File: src/rtl/twm_params.svh
`ifndef TWM_PARAMS_SVH
`define TWM_PARAMS_SVH

// core clock rate in hertz
`define TWM_CLK_HZ       50000000
// selectable bus clock rates in hertz
`define TWM_F_100K       100000
`define TWM_F_400K       400000
`define TWM_F_800K       800000
`define TWM_F_1M         1000000
// quarter bit period in core cycles, rounded up so the bus never runs fast
`define TWM_QTR(f)       ((`TWM_CLK_HZ + 4 * (f) - 1) / (4 * (f)))
// divider counter width, holds the slowest quarter count
`define TWM_DIV_W        8
// byte count width, up to 127 bytes per phase
`define TWM_LEN_W        7
// bit slot index of the acknowledge bit
`define TWM_ACK_BIT      4'h8
// quarter phases inside one bit slot
`define TWM_PH_0         2'h0
`define TWM_PH_1         2'h1
`define TWM_PH_2         2'h2
`define TWM_PH_3         2'h3

`endif

File: src/rtl/twm_pkg.sv
package twm_pkg;

  // bus sequencer states
  typedef enum logic [2:0] {
    ST_IDLE,
    ST_START,
    ST_BIT,
    ST_WAIT,
    ST_STOP
  } twm_state_t;

  // transfer kinds
  typedef enum logic [1:0] {
    XF_READ,
    XF_WRITE,
    XF_RD_WR,
    XF_WR_RD
  } twm_xfer_t;

  // bus clock rate select
  typedef enum logic [1:0] {
    SP_100K,
    SP_400K,
    SP_800K,
    SP_1M
  } twm_speed_t;

endpackage

File: src/rtl/twm_sync.sv
`timescale 1ns/1ps

////////////////////////////////////////////////////////////////////////////////
// three stage pin synchroniser; output moves only when stages two and three agree
module twm_sync #(
  parameter int WIDTH = 2
) (
  input  wire logic             i_core_clk,
  input  wire logic             i_rst,
  input  wire logic [WIDTH-1:0] i_pin,
  output logic      [WIDTH-1:0] o_level
);

  // one identical chain per line
  for (genvar g = 0; g < WIDTH; g++) begin : g_line
    logic s1_ff;   // metastable stage, read only by s2_ff
    logic s2_ff;   // second stage
    logic s3_ff;   // third stage
    logic out_ff;  // filtered level

    // lines idle high because of the external pull-ups
    always_ff @(posedge i_core_clk or posedge i_rst) begin
      if (i_rst) begin
        s1_ff  <= 1'b1;
        s2_ff  <= 1'b1;
        s3_ff  <= 1'b1;
        out_ff <= 1'b1;
      end else begin
        s1_ff <= i_pin[g];
        s2_ff <= s1_ff;
        s3_ff <= s2_ff;
        // a one-cycle disagreement is treated as noise
        if (s2_ff == s3_ff) begin
          out_ff <= s3_ff;
        end
      end
    end

    assign o_level[g] = out_ff;
  end

endmodule

File: src/rtl/twm_clkgen.sv
`timescale 1ns/1ps
`include "twm_params.svh"

////////////////////////////////////////////////////////////////////////////////
// quarter bit tick generator; one pulse per quarter of a bus clock period
module twm_clkgen (
  input  wire logic                 i_core_clk,
  input  wire logic                 i_rst,
  input  wire twm_pkg::twm_speed_t  i_speed,
  output logic                      o_tick
);

  logic [`TWM_DIV_W-1:0] cnt_ff;      // cycles left in this quarter
  logic [`TWM_DIV_W-1:0] nxt_reload;  // reload value for the chosen rate

  // reload picks the rate; a change takes effect at the next quarter
  always_comb begin
    case (i_speed)
      twm_pkg::SP_100K: nxt_reload = `TWM_DIV_W'(`TWM_QTR(`TWM_F_100K) - 1);
      twm_pkg::SP_400K: nxt_reload = `TWM_DIV_W'(`TWM_QTR(`TWM_F_400K) - 1);
      twm_pkg::SP_800K: nxt_reload = `TWM_DIV_W'(`TWM_QTR(`TWM_F_800K) - 1);
      twm_pkg::SP_1M:   nxt_reload = `TWM_DIV_W'(`TWM_QTR(`TWM_F_1M) - 1);
      default:          nxt_reload = `TWM_DIV_W'(`TWM_QTR(`TWM_F_100K) - 1);
    endcase
  end

  // free running down counter
  always_ff @(posedge i_core_clk or posedge i_rst) begin
    if (i_rst) begin
      cnt_ff <= '0;
    end else if (cnt_ff == '0) begin
      cnt_ff <= nxt_reload;
    end else begin
      cnt_ff <= cnt_ff - `TWM_DIV_W'(1);
    end
  end

  assign o_tick = (cnt_ff == '0);

endmodule

File: src/rtl/twm_master.sv
`timescale 1ns/1ps
`include "twm_params.svh"

// How it works
// sole master of clock and data lines
// no arbitration; assumes single bus master
// ignores slave clock stretching, fixed bit timing
// offers 100 kHz and 400 kHz rates
// also offers 800 kHz and 1 MHz
// plain read, up to 127 bytes
// plain write, up to 127 bytes
// read then write, lengths set separately
// write then read, lengths set separately
// hardware sequences whole transfer after start
// open-drain pads: pull low or release
// repeated start between phases, stop at end
// ack all but last read byte; flag nacks
module twm_master #(
  parameter int LEN_W = `TWM_LEN_W
) (
  input  wire logic                i_core_clk,
  input  wire logic                i_rst,
  input  wire logic                i_start,
  input  wire twm_pkg::twm_xfer_t  i_xfer,
  input  wire twm_pkg::twm_speed_t i_speed,
  input  wire logic [6:0]          i_slave_addr,
  input  wire logic [LEN_W-1:0]    i_len1,
  input  wire logic [LEN_W-1:0]    i_len2,
  input  wire logic [7:0]          i_wr_data,
  input  wire logic                i_wr_valid,
  output logic                     o_wr_ready,
  output logic [7:0]               o_rd_data,
  output logic                     o_rd_valid,
  output logic                     o_busy,
  output logic                     o_done,
  output logic                     o_nack_err,
  input  wire logic                i_scl,
  output logic                     o_scl_out,
  output logic                     o_scl_oe,
  input  wire logic                i_sda,
  output logic                     o_sda_out,
  output logic                     o_sda_oe
);

  ////////////////////////////////////////////////////////////////////////////
  // declarations

  twm_pkg::twm_state_t state_ff;      // sequencer state
  twm_pkg::twm_state_t nxt_state;     // next sequencer state
  twm_pkg::twm_state_t nxt_after;     // where a finished byte leads
  logic [1:0]          phase_ff;      // quarter inside bit slot
  logic [3:0]          bit_ff;        // bit slot, ack is the last
  logic [7:0]          shift_ff;      // outgoing or incoming byte
  logic                samp_ff;       // data line sampled with clock high
  logic                is_addr_ff;    // current byte is the address
  logic                dir_rd_ff;     // current phase reads
  logic                second_ff;     // a second phase is still to come
  logic [LEN_W-1:0]    cnt_ff;        // bytes left in this phase
  logic [LEN_W-1:0]    len2_ff;       // length of second phase
  logic [LEN_W-1:0]    nxt_left;      // bytes left once this byte ends
  logic [6:0]          addr_ff;       // captured slave address
  logic                scl_low_ff;    // pulling clock low
  logic                sda_low_ff;    // pulling data low
  logic                busy_ff;       // transfer in progress
  logic                done_ff;       // end of stop pulse
  logic                err_ff;        // slave failed to acknowledge
  logic [7:0]          rd_data_ff;    // last received byte
  logic                rd_valid_ff;   // received byte pulse
  logic                tick;          // quarter bit strobe
  logic [1:0]          line;          // synchronised {scl, sda}
  logic                rx_byte;       // data byte driven by the slave
  logic                last_rd;       // final byte of a read phase
  logic                bit_end;       // end of any bit slot
  logic                byte_end;      // end of the ack slot
  logic                nack;          // slave left ack high
  logic                drive_low;     // data level for this slot
  logic                start_q;       // start accepted this cycle

  ////////////////////////////////////////////////////////////////////////////
  // helpers

  // rate divider; all four rates come from the same counter
  twm_clkgen u_clkgen (
    .i_core_clk (i_core_clk),
    .i_rst      (i_rst),
    .i_speed    (i_speed),
    .o_tick     (tick)
  );

  // pin sampling; only the data level feeds the logic because stretching is ignored, the clock level feeds a check
  twm_sync #(
    .WIDTH (2)
  ) u_sync (
    .i_core_clk (i_core_clk),
    .i_rst      (i_rst),
    .i_pin      ({i_scl, i_sda}),
    .o_level    (line)
  );

  assign start_q   = i_start && (state_ff == twm_pkg::ST_IDLE);
  assign rx_byte   = dir_rd_ff && !is_addr_ff;
  assign last_rd   = (cnt_ff == LEN_W'(1));
  assign bit_end   = tick && (state_ff == twm_pkg::ST_BIT) && (phase_ff == `TWM_PH_3);
  assign byte_end  = bit_end && (bit_ff == `TWM_ACK_BIT);
  // a high ack on a byte we sent is a refusal
  assign nack      = !rx_byte && samp_ff;
  assign nxt_left  = is_addr_ff ? cnt_ff : cnt_ff - LEN_W'(1);
  // master acks every received byte but the last one
  assign drive_low = (bit_ff == `TWM_ACK_BIT) ? (rx_byte && !last_rd)
                                              : (!rx_byte && !shift_ff[7]);

  ////////////////////////////////////////////////////////////////////////////
  // sequencing

  // what follows a finished byte
  always_comb begin
    if (nack) begin
      nxt_after = twm_pkg::ST_STOP;
    end else if (nxt_left != '0) begin
      // writes wait for the user byte, reads go straight on
      nxt_after = dir_rd_ff ? twm_pkg::ST_BIT : twm_pkg::ST_WAIT;
    end else if (second_ff) begin
      nxt_after = twm_pkg::ST_START;
    end else begin
      nxt_after = twm_pkg::ST_STOP;
    end
  end

  // state walk; no wait on the clock line, slaves must keep pace
  always_comb begin
    nxt_state = state_ff;
    case (state_ff)
      twm_pkg::ST_IDLE: begin
        if (i_start) begin
          nxt_state = twm_pkg::ST_START;
        end
      end
      twm_pkg::ST_START: begin
        if (tick && phase_ff == `TWM_PH_3) begin
          nxt_state = twm_pkg::ST_BIT;
        end
      end
      twm_pkg::ST_BIT: begin
        if (byte_end) begin
          nxt_state = nxt_after;
        end
      end
      twm_pkg::ST_WAIT: begin
        if (i_wr_valid) begin
          nxt_state = twm_pkg::ST_BIT;
        end
      end
      twm_pkg::ST_STOP: begin
        if (tick && phase_ff == `TWM_PH_3) begin
          nxt_state = twm_pkg::ST_IDLE;
        end
      end
      default: nxt_state = twm_pkg::ST_IDLE;
    endcase
  end

  // state, quarter and bit slot counters
  always_ff @(posedge i_core_clk or posedge i_rst) begin
    if (i_rst) begin
      state_ff <= twm_pkg::ST_IDLE;
      phase_ff <= `TWM_PH_0;
      bit_ff   <= '0;
    end else begin
      state_ff <= nxt_state;
      if (nxt_state != state_ff) begin
        phase_ff <= `TWM_PH_0;
        bit_ff   <= '0;
      end else begin
        if (tick) begin
          phase_ff <= phase_ff + 2'h1;
        end
        // slot count wraps after the ack, also when a read goes straight on
        if (byte_end) begin
          bit_ff <= '0;
        end else if (bit_end) begin
          bit_ff <= bit_ff + 4'h1;
        end
      end
    end
  end

  // transfer setup captured at start; direction flips at the repeated start
  always_ff @(posedge i_core_clk or posedge i_rst) begin
    if (i_rst) begin
      addr_ff   <= '0;
      dir_rd_ff <= 1'b0;
      second_ff <= 1'b0;
      len2_ff   <= '0;
      cnt_ff    <= '0;
    end else if (start_q) begin
      addr_ff   <= i_slave_addr;
      dir_rd_ff <= (i_xfer == twm_pkg::XF_READ) || (i_xfer == twm_pkg::XF_RD_WR);
      second_ff <= (i_xfer == twm_pkg::XF_RD_WR) || (i_xfer == twm_pkg::XF_WR_RD);
      len2_ff   <= i_len2;
      cnt_ff    <= i_len1;
    end else if (byte_end && nxt_after == twm_pkg::ST_START) begin
      dir_rd_ff <= !dir_rd_ff;
      second_ff <= 1'b0;
      cnt_ff    <= len2_ff;
    end else if (byte_end) begin
      cnt_ff    <= nxt_left;
    end
  end

  ////////////////////////////////////////////////////////////////////////////
  // byte datapath

  // shifter: address, user byte, or bits coming in
  always_ff @(posedge i_core_clk or posedge i_rst) begin
    if (i_rst) begin
      shift_ff   <= '0;
      is_addr_ff <= 1'b0;
      samp_ff    <= 1'b1;
    end else begin
      if (state_ff == twm_pkg::ST_START && nxt_state == twm_pkg::ST_BIT) begin
        shift_ff   <= {addr_ff, dir_rd_ff};
        is_addr_ff <= 1'b1;
      end else if (o_wr_ready && i_wr_valid) begin
        shift_ff   <= i_wr_data;
      end else if (bit_end && bit_ff != `TWM_ACK_BIT) begin
        shift_ff   <= {shift_ff[6:0], samp_ff};
      end
      if (byte_end) begin
        is_addr_ff <= 1'b0;
      end
      // sampled mid clock-high, clock line checked only by a_clock_kept_high
      if (tick && state_ff == twm_pkg::ST_BIT && phase_ff == `TWM_PH_2) begin
        samp_ff <= line[0];
      end
    end
  end

  // read byte hand-off, one pulse per received byte
  always_ff @(posedge i_core_clk or posedge i_rst) begin
    if (i_rst) begin
      rd_data_ff  <= '0;
      rd_valid_ff <= 1'b0;
    end else begin
      rd_valid_ff <= byte_end && rx_byte;
      if (byte_end && rx_byte) begin
        rd_data_ff <= shift_ff;
      end
    end
  end

  ////////////////////////////////////////////////////////////////////////////
  // line drive; every action lands at the end of a quarter

  // no arbitration loss check: the data line is never compared to what we send
  always_ff @(posedge i_core_clk or posedge i_rst) begin
    if (i_rst) begin
      scl_low_ff <= 1'b0;
      sda_low_ff <= 1'b0;
    end else if (tick) begin
      case (state_ff)
        twm_pkg::ST_START: begin
          // release both, then data falls while clock is high
          case (phase_ff)
            `TWM_PH_0: sda_low_ff <= 1'b0;
            `TWM_PH_1: scl_low_ff <= 1'b0;
            `TWM_PH_2: sda_low_ff <= 1'b1;
            default:   scl_low_ff <= 1'b1;
          endcase
        end
        twm_pkg::ST_BIT: begin
          case (phase_ff)
            `TWM_PH_0: sda_low_ff <= drive_low;
            `TWM_PH_1: scl_low_ff <= 1'b0;
            `TWM_PH_3: scl_low_ff <= 1'b1;
            default:   scl_low_ff <= scl_low_ff;
          endcase
        end
        twm_pkg::ST_STOP: begin
          // data rises while clock is high
          case (phase_ff)
            `TWM_PH_0: sda_low_ff <= 1'b1;
            `TWM_PH_1: scl_low_ff <= 1'b0;
            `TWM_PH_2: sda_low_ff <= 1'b0;
            default:   sda_low_ff <= 1'b0;
          endcase
        end
        default: begin
          // clock stays low while waiting for write data
          scl_low_ff <= scl_low_ff;
        end
      endcase
    end
  end

  ////////////////////////////////////////////////////////////////////////////
  // status

  // busy, done pulse and sticky refusal flag cleared by the next start
  always_ff @(posedge i_core_clk or posedge i_rst) begin
    if (i_rst) begin
      busy_ff <= 1'b0;
      done_ff <= 1'b0;
      err_ff  <= 1'b0;
    end else begin
      busy_ff <= (nxt_state != twm_pkg::ST_IDLE);
      done_ff <= tick && state_ff == twm_pkg::ST_STOP && phase_ff == `TWM_PH_3;
      if (start_q) begin
        err_ff <= 1'b0;
      end else if (byte_end && nack) begin
        err_ff <= 1'b1;
      end
    end
  end

  // open-drain: the output level is always low, the enable pulls
  assign o_scl_out  = 1'b0;
  assign o_sda_out  = 1'b0;
  assign o_scl_oe   = scl_low_ff;
  assign o_sda_oe   = sda_low_ff;
  assign o_wr_ready = (state_ff == twm_pkg::ST_WAIT);
  assign o_rd_data  = rd_data_ff;
  assign o_rd_valid = rd_valid_ff;
  assign o_busy     = busy_ff;
  assign o_done     = done_ff;
  assign o_nack_err = err_ff;

  ////////////////////////////////////////////////////////////////////////////
  // checks

  a_pads_open_drain: assert property (
    @(posedge i_core_clk) disable iff (i_rst) !o_scl_out && !o_sda_out)
    else $error("pad driven high");

  a_idle_released: assert property (
    @(posedge i_core_clk) disable iff (i_rst)
    (state_ff == twm_pkg::ST_IDLE) |-> (!o_scl_oe && !o_sda_oe))
    else $error("lines held while idle");

  a_stop_at_end: assert property (
    @(posedge i_core_clk) disable iff (i_rst)
    o_done |-> (!o_scl_oe && !o_sda_oe && $past(state_ff) == twm_pkg::ST_STOP))
    else $error("done without stop");

  a_nack_flagged: assert property (
    @(posedge i_core_clk) disable iff (i_rst)
    (byte_end && !rx_byte && samp_ff) |=> (o_nack_err && state_ff == twm_pkg::ST_STOP))
    else $error("nack not flagged");

  a_last_not_acked: assert property (
    @(posedge i_core_clk) disable iff (i_rst)
    (tick && state_ff == twm_pkg::ST_BIT && phase_ff == `TWM_PH_0
     && bit_ff == `TWM_ACK_BIT && rx_byte)
    |=> (o_sda_oe == !last_rd))
    else $error("wrong ack on read byte");

  a_write_taken: assert property (
    @(posedge i_core_clk) disable iff (i_rst)
    (o_wr_ready && i_wr_valid) |=> (state_ff == twm_pkg::ST_BIT && bit_ff == 4'h0))
    else $error("write byte not sent");

  a_tick_spacing: assert property (
    @(posedge i_core_clk) disable iff (i_rst)
    tick |=> !tick [*8])
    else $error("bus clock too fast");

  a_start_busy: assert property (
    @(posedge i_core_clk) disable iff (i_rst)
    start_q |=> (o_busy && state_ff == twm_pkg::ST_START) ##1 o_busy)
    else $error("start not sequenced");

  a_no_stretch: assert property (
    @(posedge i_core_clk) disable iff (i_rst)
    (tick && state_ff == twm_pkg::ST_BIT && phase_ff == `TWM_PH_1)
    |=> (phase_ff == `TWM_PH_2 && !o_scl_oe))
    else $error("clock waited on slave");

  // slaves must keep pace: the clock has risen by the time data is sampled
  a_clock_kept_high: assert property (
    @(posedge i_core_clk) disable iff (i_rst)
    (tick && state_ff == twm_pkg::ST_BIT && phase_ff == `TWM_PH_2) |-> line[1])
    else $error("clock held low by slave");

  a_restart_flips: assert property (
    @(posedge i_core_clk) disable iff (i_rst)
    (byte_end && nxt_after == twm_pkg::ST_START) |=> (dir_rd_ff != $past(dir_rd_ff)))
    else $error("second phase keeps direction");

endmodule

File: config.mk
export PLATFORM = sky130hd
export DESIGN_NAME = twm_master
export DESIGN_NICKNAME = d
export VERILOG_FILES = /design/src/rtl/twm_pkg.sv /design/src/rtl/twm_sync.sv /design/src/rtl/twm_clkgen.sv /design/src/rtl/twm_master.sv
export VERILOG_INCLUDE_DIRS = /design/src /design/src/rtl
export SDC_FILE = /design/constraint.sdc
export NUM_CORES = 1
export LEC_CHECK = 0
export BUFFER_PORTS_ARGS = -buffer_cell sky130_fd_sc_hd__buf_2
export CAP_MARGIN = 20
export CORE_UTILIZATION = 45
export DETAILED_ROUTE_END_ITERATION = 16
export PLACE_DENSITY = 0.67
export SYNTH_ARGS = -nofsm -noshare
export SYNTH_HDL_FRONTEND = slang
export SYNTH_HIERARCHICAL = 1
export SYNTH_SLANG_ARGS = --single-unit
File: constraint.sdc
create_clock -name i_core_clk -period 3.3 [get_ports i_core_clk]
set_input_delay 0.165 -clock i_core_clk [delete_from_list [all_inputs] [get_ports i_core_clk]]
set_output_delay 0.165 -clock i_core_clk [all_outputs]
set_load 0.01 [all_outputs]
==> After elaboration in Yosys (flattened, before gate mapping) <==
Cells that the tools add are included.
{ "classes": {"addsub": 4, "n_mux": 41, "reduce_logical": 43, "eq_ne": 25} }
{ "ops": {"columns": ["op", "n"], "rows": [
  ["8-bit two-way mux", 4],
  ["8-bit one-hot mux with 4 select lines", 1],
  ["7-bit two-way mux", 4],
  ["3-bit two-way mux", 8],
  ["1-bit logical AND", 18],
  ["3-bit one-hot mux with 5 select lines", 1],
  ["3-bit nonzero test", 5],
  ["2-bit equality test, second input constant", 6],
  ["1-bit two-way mux", 12],
  ["4-bit two-way mux", 3],
  ["5-bit AND reduction", 2],
  ["3-bit by 2-bit equality test with 1-bit output, second input constant", 3],
  ["8-bit zero test", 1],
  ["1-bit one-hot mux with 2 select lines", 4],
  ["2-bit nonzero test", 4],
  ["8-bit by 1-bit subtractor with 8-bit output, second input constant", 1],
  ["7-bit by 1-bit equality test with 1-bit output, second input constant", 1],
  ["7-bit nonzero test", 1],
  ["7-bit by 1-bit subtractor with 7-bit output, second input constant", 1],
  ["3-bit by 1-bit equality test with 1-bit output, second input constant", 2],
  ["2-bit zero test", 3],
  ["3-bit by 1-bit inequality test with 1-bit output, second input constant", 2],
  ["1-bit one-hot mux with 3 select lines", 2],
  ["1-bit zero test", 5],
  ["other kinds (14)", 19]
]} }
{ "totals": {"output_inout_bits": 17, "in_bits": 39, "wordCells": 136, "ff_bits": 68} }

==> Logic depth before layout (Yosys ltp) <==
{ "depth": {"ltp_word": 11, "mapped_depth": 14, "ltp_nobuf": 11} }

==> Cells and area by module <==
Netlist, hierarchy kept.
{ "by_module_without_submodules": {"columns": ["mod", "cells_each", "instances", "area_per_inst_um2", "seq_area_each_um2"], "rows": [
  ["twm_master", 335, 1, 3065.4, 1402.6],
  ["twm_clkgen", 51, 1, 493.0, 200.2],
  ["twm_sync", 13, 1, 251.5, 210.2]
]} }

==> Worst setup path after synthesis <==
OpenSTA, ideal clock, no wires.
{ "synth_timing": {"path_kind": "register to register", "start": "register u_clkgen.cnt_ff[0]", "end": "register bit_ff[1]", "slack_ps": 473, "synth_period_minus_slack_ps": 2827, "required_time_ps": 3167, "arrival_ps": 2694, "stages_incl_launch_ff": 13, "n_path_buf": 2, "setup_ps": 133, "path_cell_list": "dfrtp_1 -> inv_1 -> ha_1 -> nor4b_1 -> nand2_1 -> inv_2 -> buf_2 -> and2_1 -> buf_4 -> nand3_1 -> nor4b_4 -> o31a_1 -> nor3_1"} }
{ "synth_between": {"elab_chain_len": 8, "elab_cells_between_ends": 13, "cone_classes": "eq/ne (1); mux (6); reduce/logical (6)"} }
{ "synth_rtl": {"columns": ["element", "line_no", "source"], "rows": [
  ["start: declaration", "twm_clkgen.sv:13", "logic [`TWM_DIV_W-1:0] cnt_ff;"],
  ["start signal: assignment", "twm_clkgen.sv:32", "cnt_ff <= nxt_reload;"],
  ["start signal: assignment", "twm_clkgen.sv:34", "cnt_ff <= cnt_ff - `TWM_DIV_W'(1);"],
  ["8-bit zero test *", "twm_clkgen.sv:38", "assign o_tick = (cnt_ff == '0);"],
  ["named net tick", "twm_master.sv:69", "logic tick;"],
  ["1-bit logical AND (2 in a row)", "twm_master.sv:103", "assign bit_end = tick && (state_ff == twm_pkg::ST_BIT) && (phase_ff == `TWM_PH_3);"],
  ["1-bit logical AND", "twm_master.sv:104", "assign byte_end = bit_end && (bit_ff == `TWM_ACK_BIT);"],
  ["3-bit two-way mux", "twm_master.sv:144", "if (byte_end) begin"],
  ["3-bit one-hot mux with 5 select lines", "twm_master.sv:132", "case (state_ff)"],
  ["3-bit inequality test", "twm_master.sv:170", "if (nxt_state != state_ff) begin"],
  ["3-bit nonzero test (no line) or 4-bit two-way mux (tied branches)", null, null],
  ["end signal: assignment", "twm_master.sv:181", "bit_ff <= bit_ff + 4'h1;"],
  ["end: declaration", "twm_master.sv:52", "logic [3:0] bit_ff;"]
]} }
Mark *: on every way through the listed nets, which the timed path passes. The rest lies on a longest branch.
A chain may end at the register's enable or synchronous reset.

==> Final worst setup path <==
{ "layout_timing": {"start": "register u_clkgen.cnt_ff[0]", "end": "register phase_ff[0]"} }
{ "layout_between": {"elab_chain_len": 8, "elab_cells_between_ends": 12, "cone_classes": "eq/ne (1); mux (5); reduce/logical (6)"} }
{ "layout_rtl": {"columns": ["element", "line_no", "source"], "rows": [
  ["8-bit zero test *", "twm_clkgen.sv:38", null],
  ["named net tick", "twm_master.sv:69", null],
  ["1-bit logical AND (2 in a row)", "twm_master.sv:103", null],
  ["1-bit logical AND", "twm_master.sv:104", null],
  ["3-bit two-way mux", "twm_master.sv:144", null],
  ["3-bit one-hot mux with 5 select lines", "twm_master.sv:132", null],
  ["3-bit inequality test", "twm_master.sv:170", null],
  ["2-bit two-way mux or 2-bit nonzero test (tied branches)", null, null],
  ["end signal: assignment", "twm_master.sv:166", "phase_ff <= `TWM_PH_0;"],
  ["end signal: assignment", "twm_master.sv:171", "phase_ff <= `TWM_PH_0;"],
  ["end signal: assignment", "twm_master.sv:175", "phase_ff <= phase_ff + 2'h1;"],
  ["end: declaration", "twm_master.sv:51", "logic [1:0] phase_ff;"]
]} }
Marks and branches as above.

==> results_dict.tcl <==
set metrics [dict create \
    worst_pin_slew_ps 881.9 \
    final_area_um2 4379 \
    rsz0062_at_grt "no" \
    path_max_fanout 10 \
    skew_ps 8.121 \
    hp-start "i_len2[3]" \
    antenna_cells 0 \
    core_um2 7807 \
    grt_pass1_wl_um 13050 \
    worstPathRequired_ps 3510 \
    grt_pass1_vias 2789 \
    cp-startpoint "u_clkgen/cnt_ff[0]" \
    die_x_um 92.51 \
    worstHoldPathType "in2reg" \
    fillers 723 \
    finalCriticalPeriod_ps 2960 \
    ios 56 \
    cts_max_level 3 \
    path_class "reg2reg" \
    leakage_nw 2.095 \
    dp_hpwl_um 5593 \
    drt-initial-drc-count 109 \
    numCtsBuffers 9 \
    root_buffer "clkbuf_8" \
    insertion_delay_ps 350 \
    yosysWarnings 6 \
    cts.path.max_buffers 2 \
    syn-mean-instance-area_um2 9.379 \
    cts_setup_buffers 0 \
    vias_per_cell 5.288 \
    report.final.slew_viol_count 0 \
    start_util_pct 47.21 \
    clock_sinks 68 \
    routabilityCongestion 0.8218 \
    vias 2972 \
    outcome "finished clean" \
    dieArea_um2 8557 \
    wl_um 7774 \
    avgRoutedWirePerCell_um 13.83 \
    synthToLayoutAreaGrowth_pct 18.81 \
    fin_setup_tns_ps 0 \
    drc 0 \
    synth_area_um2 3686 \
    hold_violations 0 \
    cts_tree "built" \
    grt_overflow_total 0 \
    drive_gt1_share_pct 23.04 \
    cp-start-kind "flip-flop" \
    antenna_found_initial 0 \
    grt_max_degree 35 \
    end_kind "flip-flop" \
    placed_area_um2 4055 \
    drv_cap 0 \
    arrival_ps 3170 \
    r2r-start "u_clkgen/cnt_ff[0]" \
    max_freq_ghz 0.3378 \
    p_per_area_nw_per_um2 500.4 \
    timing.final.crit_share_pct 89.70 \
    max_slew_margin_pct 40.76 \
    synthCells 393 \
    nets 506 \
    rows 32 \
    finalSetupViolCount 0 \
    fin_util_pct 56.09 \
    clkTransAtPathRegs_ps 70 \
    rrSetupSlack_ps 340 \
    chipHeight_um 92.51 \
    grt_usage_pct 19.55 \
    peakVddDrop_mv 0.3414 \
    port_buffers 52 \
    postRouteAntennaNets 0 \
    drtPass1Iterations 4 \
]
==> final timing paths <==
check                                          to  cells after the start
max in group asynchronous                 samp_ff                      4
min                                    len2_ff[3]                      3
max reg2reg                           phase_ff[0]                     10
min in group asynchronous      u_clkgen/cnt_ff[4]                      3
max                                   phase_ff[0]                     10
min reg2reg                u_sync/g_line[0].s2_ff                      0
==> placed cells by master (no fill, tap or decap), drive strengths merged, types with 5 or more instances in the layout <==
cell	count
a21oi	14
buf	63
clkbuf	10
dfrtp	63
dfstp	5
dlygate4sd3	8
ha	12
inv	20
mux2	11
mux2i	14
nand2	72
nand3	12
nand4	5
nor2	32
nor2b	5
nor3	18
nor4b	6
o21ai	26
xnor2	9
==> per-layer routing <==
| layer | share of wire, % | up-vias | routed length [um] | global-route usage (%) |
|---|---|---|---|---|
| li1 | - | 1474 | - | - |
| met1 | 48 | 1422 | 3709 | 25.58 |
| met2 | 47 | 65 | 3655 | 31.98 |
| met3 | 3.5 | 11 | 274 | 4.269 |
| met4 | 1.7 | 0 | 135 | 6.771 |
| met5 | 0 | - | 0 | 0 |
==> registers in the layout (all words and copies together) (netlist names), 2 cells and up <==
| register | cells |
|---|---|
| shift_ff | 8 |
| o_rd_data | 8 |
| cnt_ff | 7 |
| state_ff | 3 |
| u_clkgen/cnt_ff | 8 |
| phase_ff | 2 |
| len2_ff | 7 |
| addr_ff | 7 |
| bit_ff | 4 |
==> through the flow <==
stage / power (W) / setup WS, ps / hold WS [ps] / cells
after floorplan: 0.001276 / 472.6 / -19.34 / 394
after global placement: 0.001359 / 356.6 / 162.1 / 538
after detailed placement: 0.001372 / 339.9 / 153.6 / 538
after CTS: 0.002213 / 322.3 / 0.1701 / 562
after global routing: 0.002300 / 10.94 / 18.42 / 562
final: 0.002192 / 339.8 / 12.93 / 562
==> repair_timing <==
action,in CTS,in global routing
hold endpoints to repair,52,0
gates resized for setup,0,1
hold buffers,8,0
setup endpoints to repair,0,1
==> where the power goes <==
group	leakage (nW)	total, W	internal (W)	switching, W
clock network	0.117	0.000824	0.000503	0.000320
logic	1.10	0.000350	0.000154	0.000196
registers	0.879	0.00102	0.000928	0.0000904
total	2.10	0.00219	0.00158	0.000607
==> area by class of cell <==
class / instances / area, um2 / area share [%]
Clock inverter: 6 / 111.4 / 2.543
Timing Repair Buffer: 71 / 422.9 / 9.657
Tap cell: 102 / 127.6 / 2.914
Clock buffer: 10 / 127.6 / 2.914
Multi-Input combinational cell: 286 / 1810 / 41.34
Sequential cell: 68 / 1708 / 39.00
Inverter: 19 / 71.32 / 1.629
==> critical path, stage by stage, from the launching register on <==
cell and delay, ps:
dfrtp_1 440, inv_1 120, ha_1 200, nor4b_1 460
nand2_1 190, inv_2 90, and2_1 290, nand3_1 280
nor4b_4 350, o31a_1 310, nor3_1 100
Power figures use the tool's default switching activity.
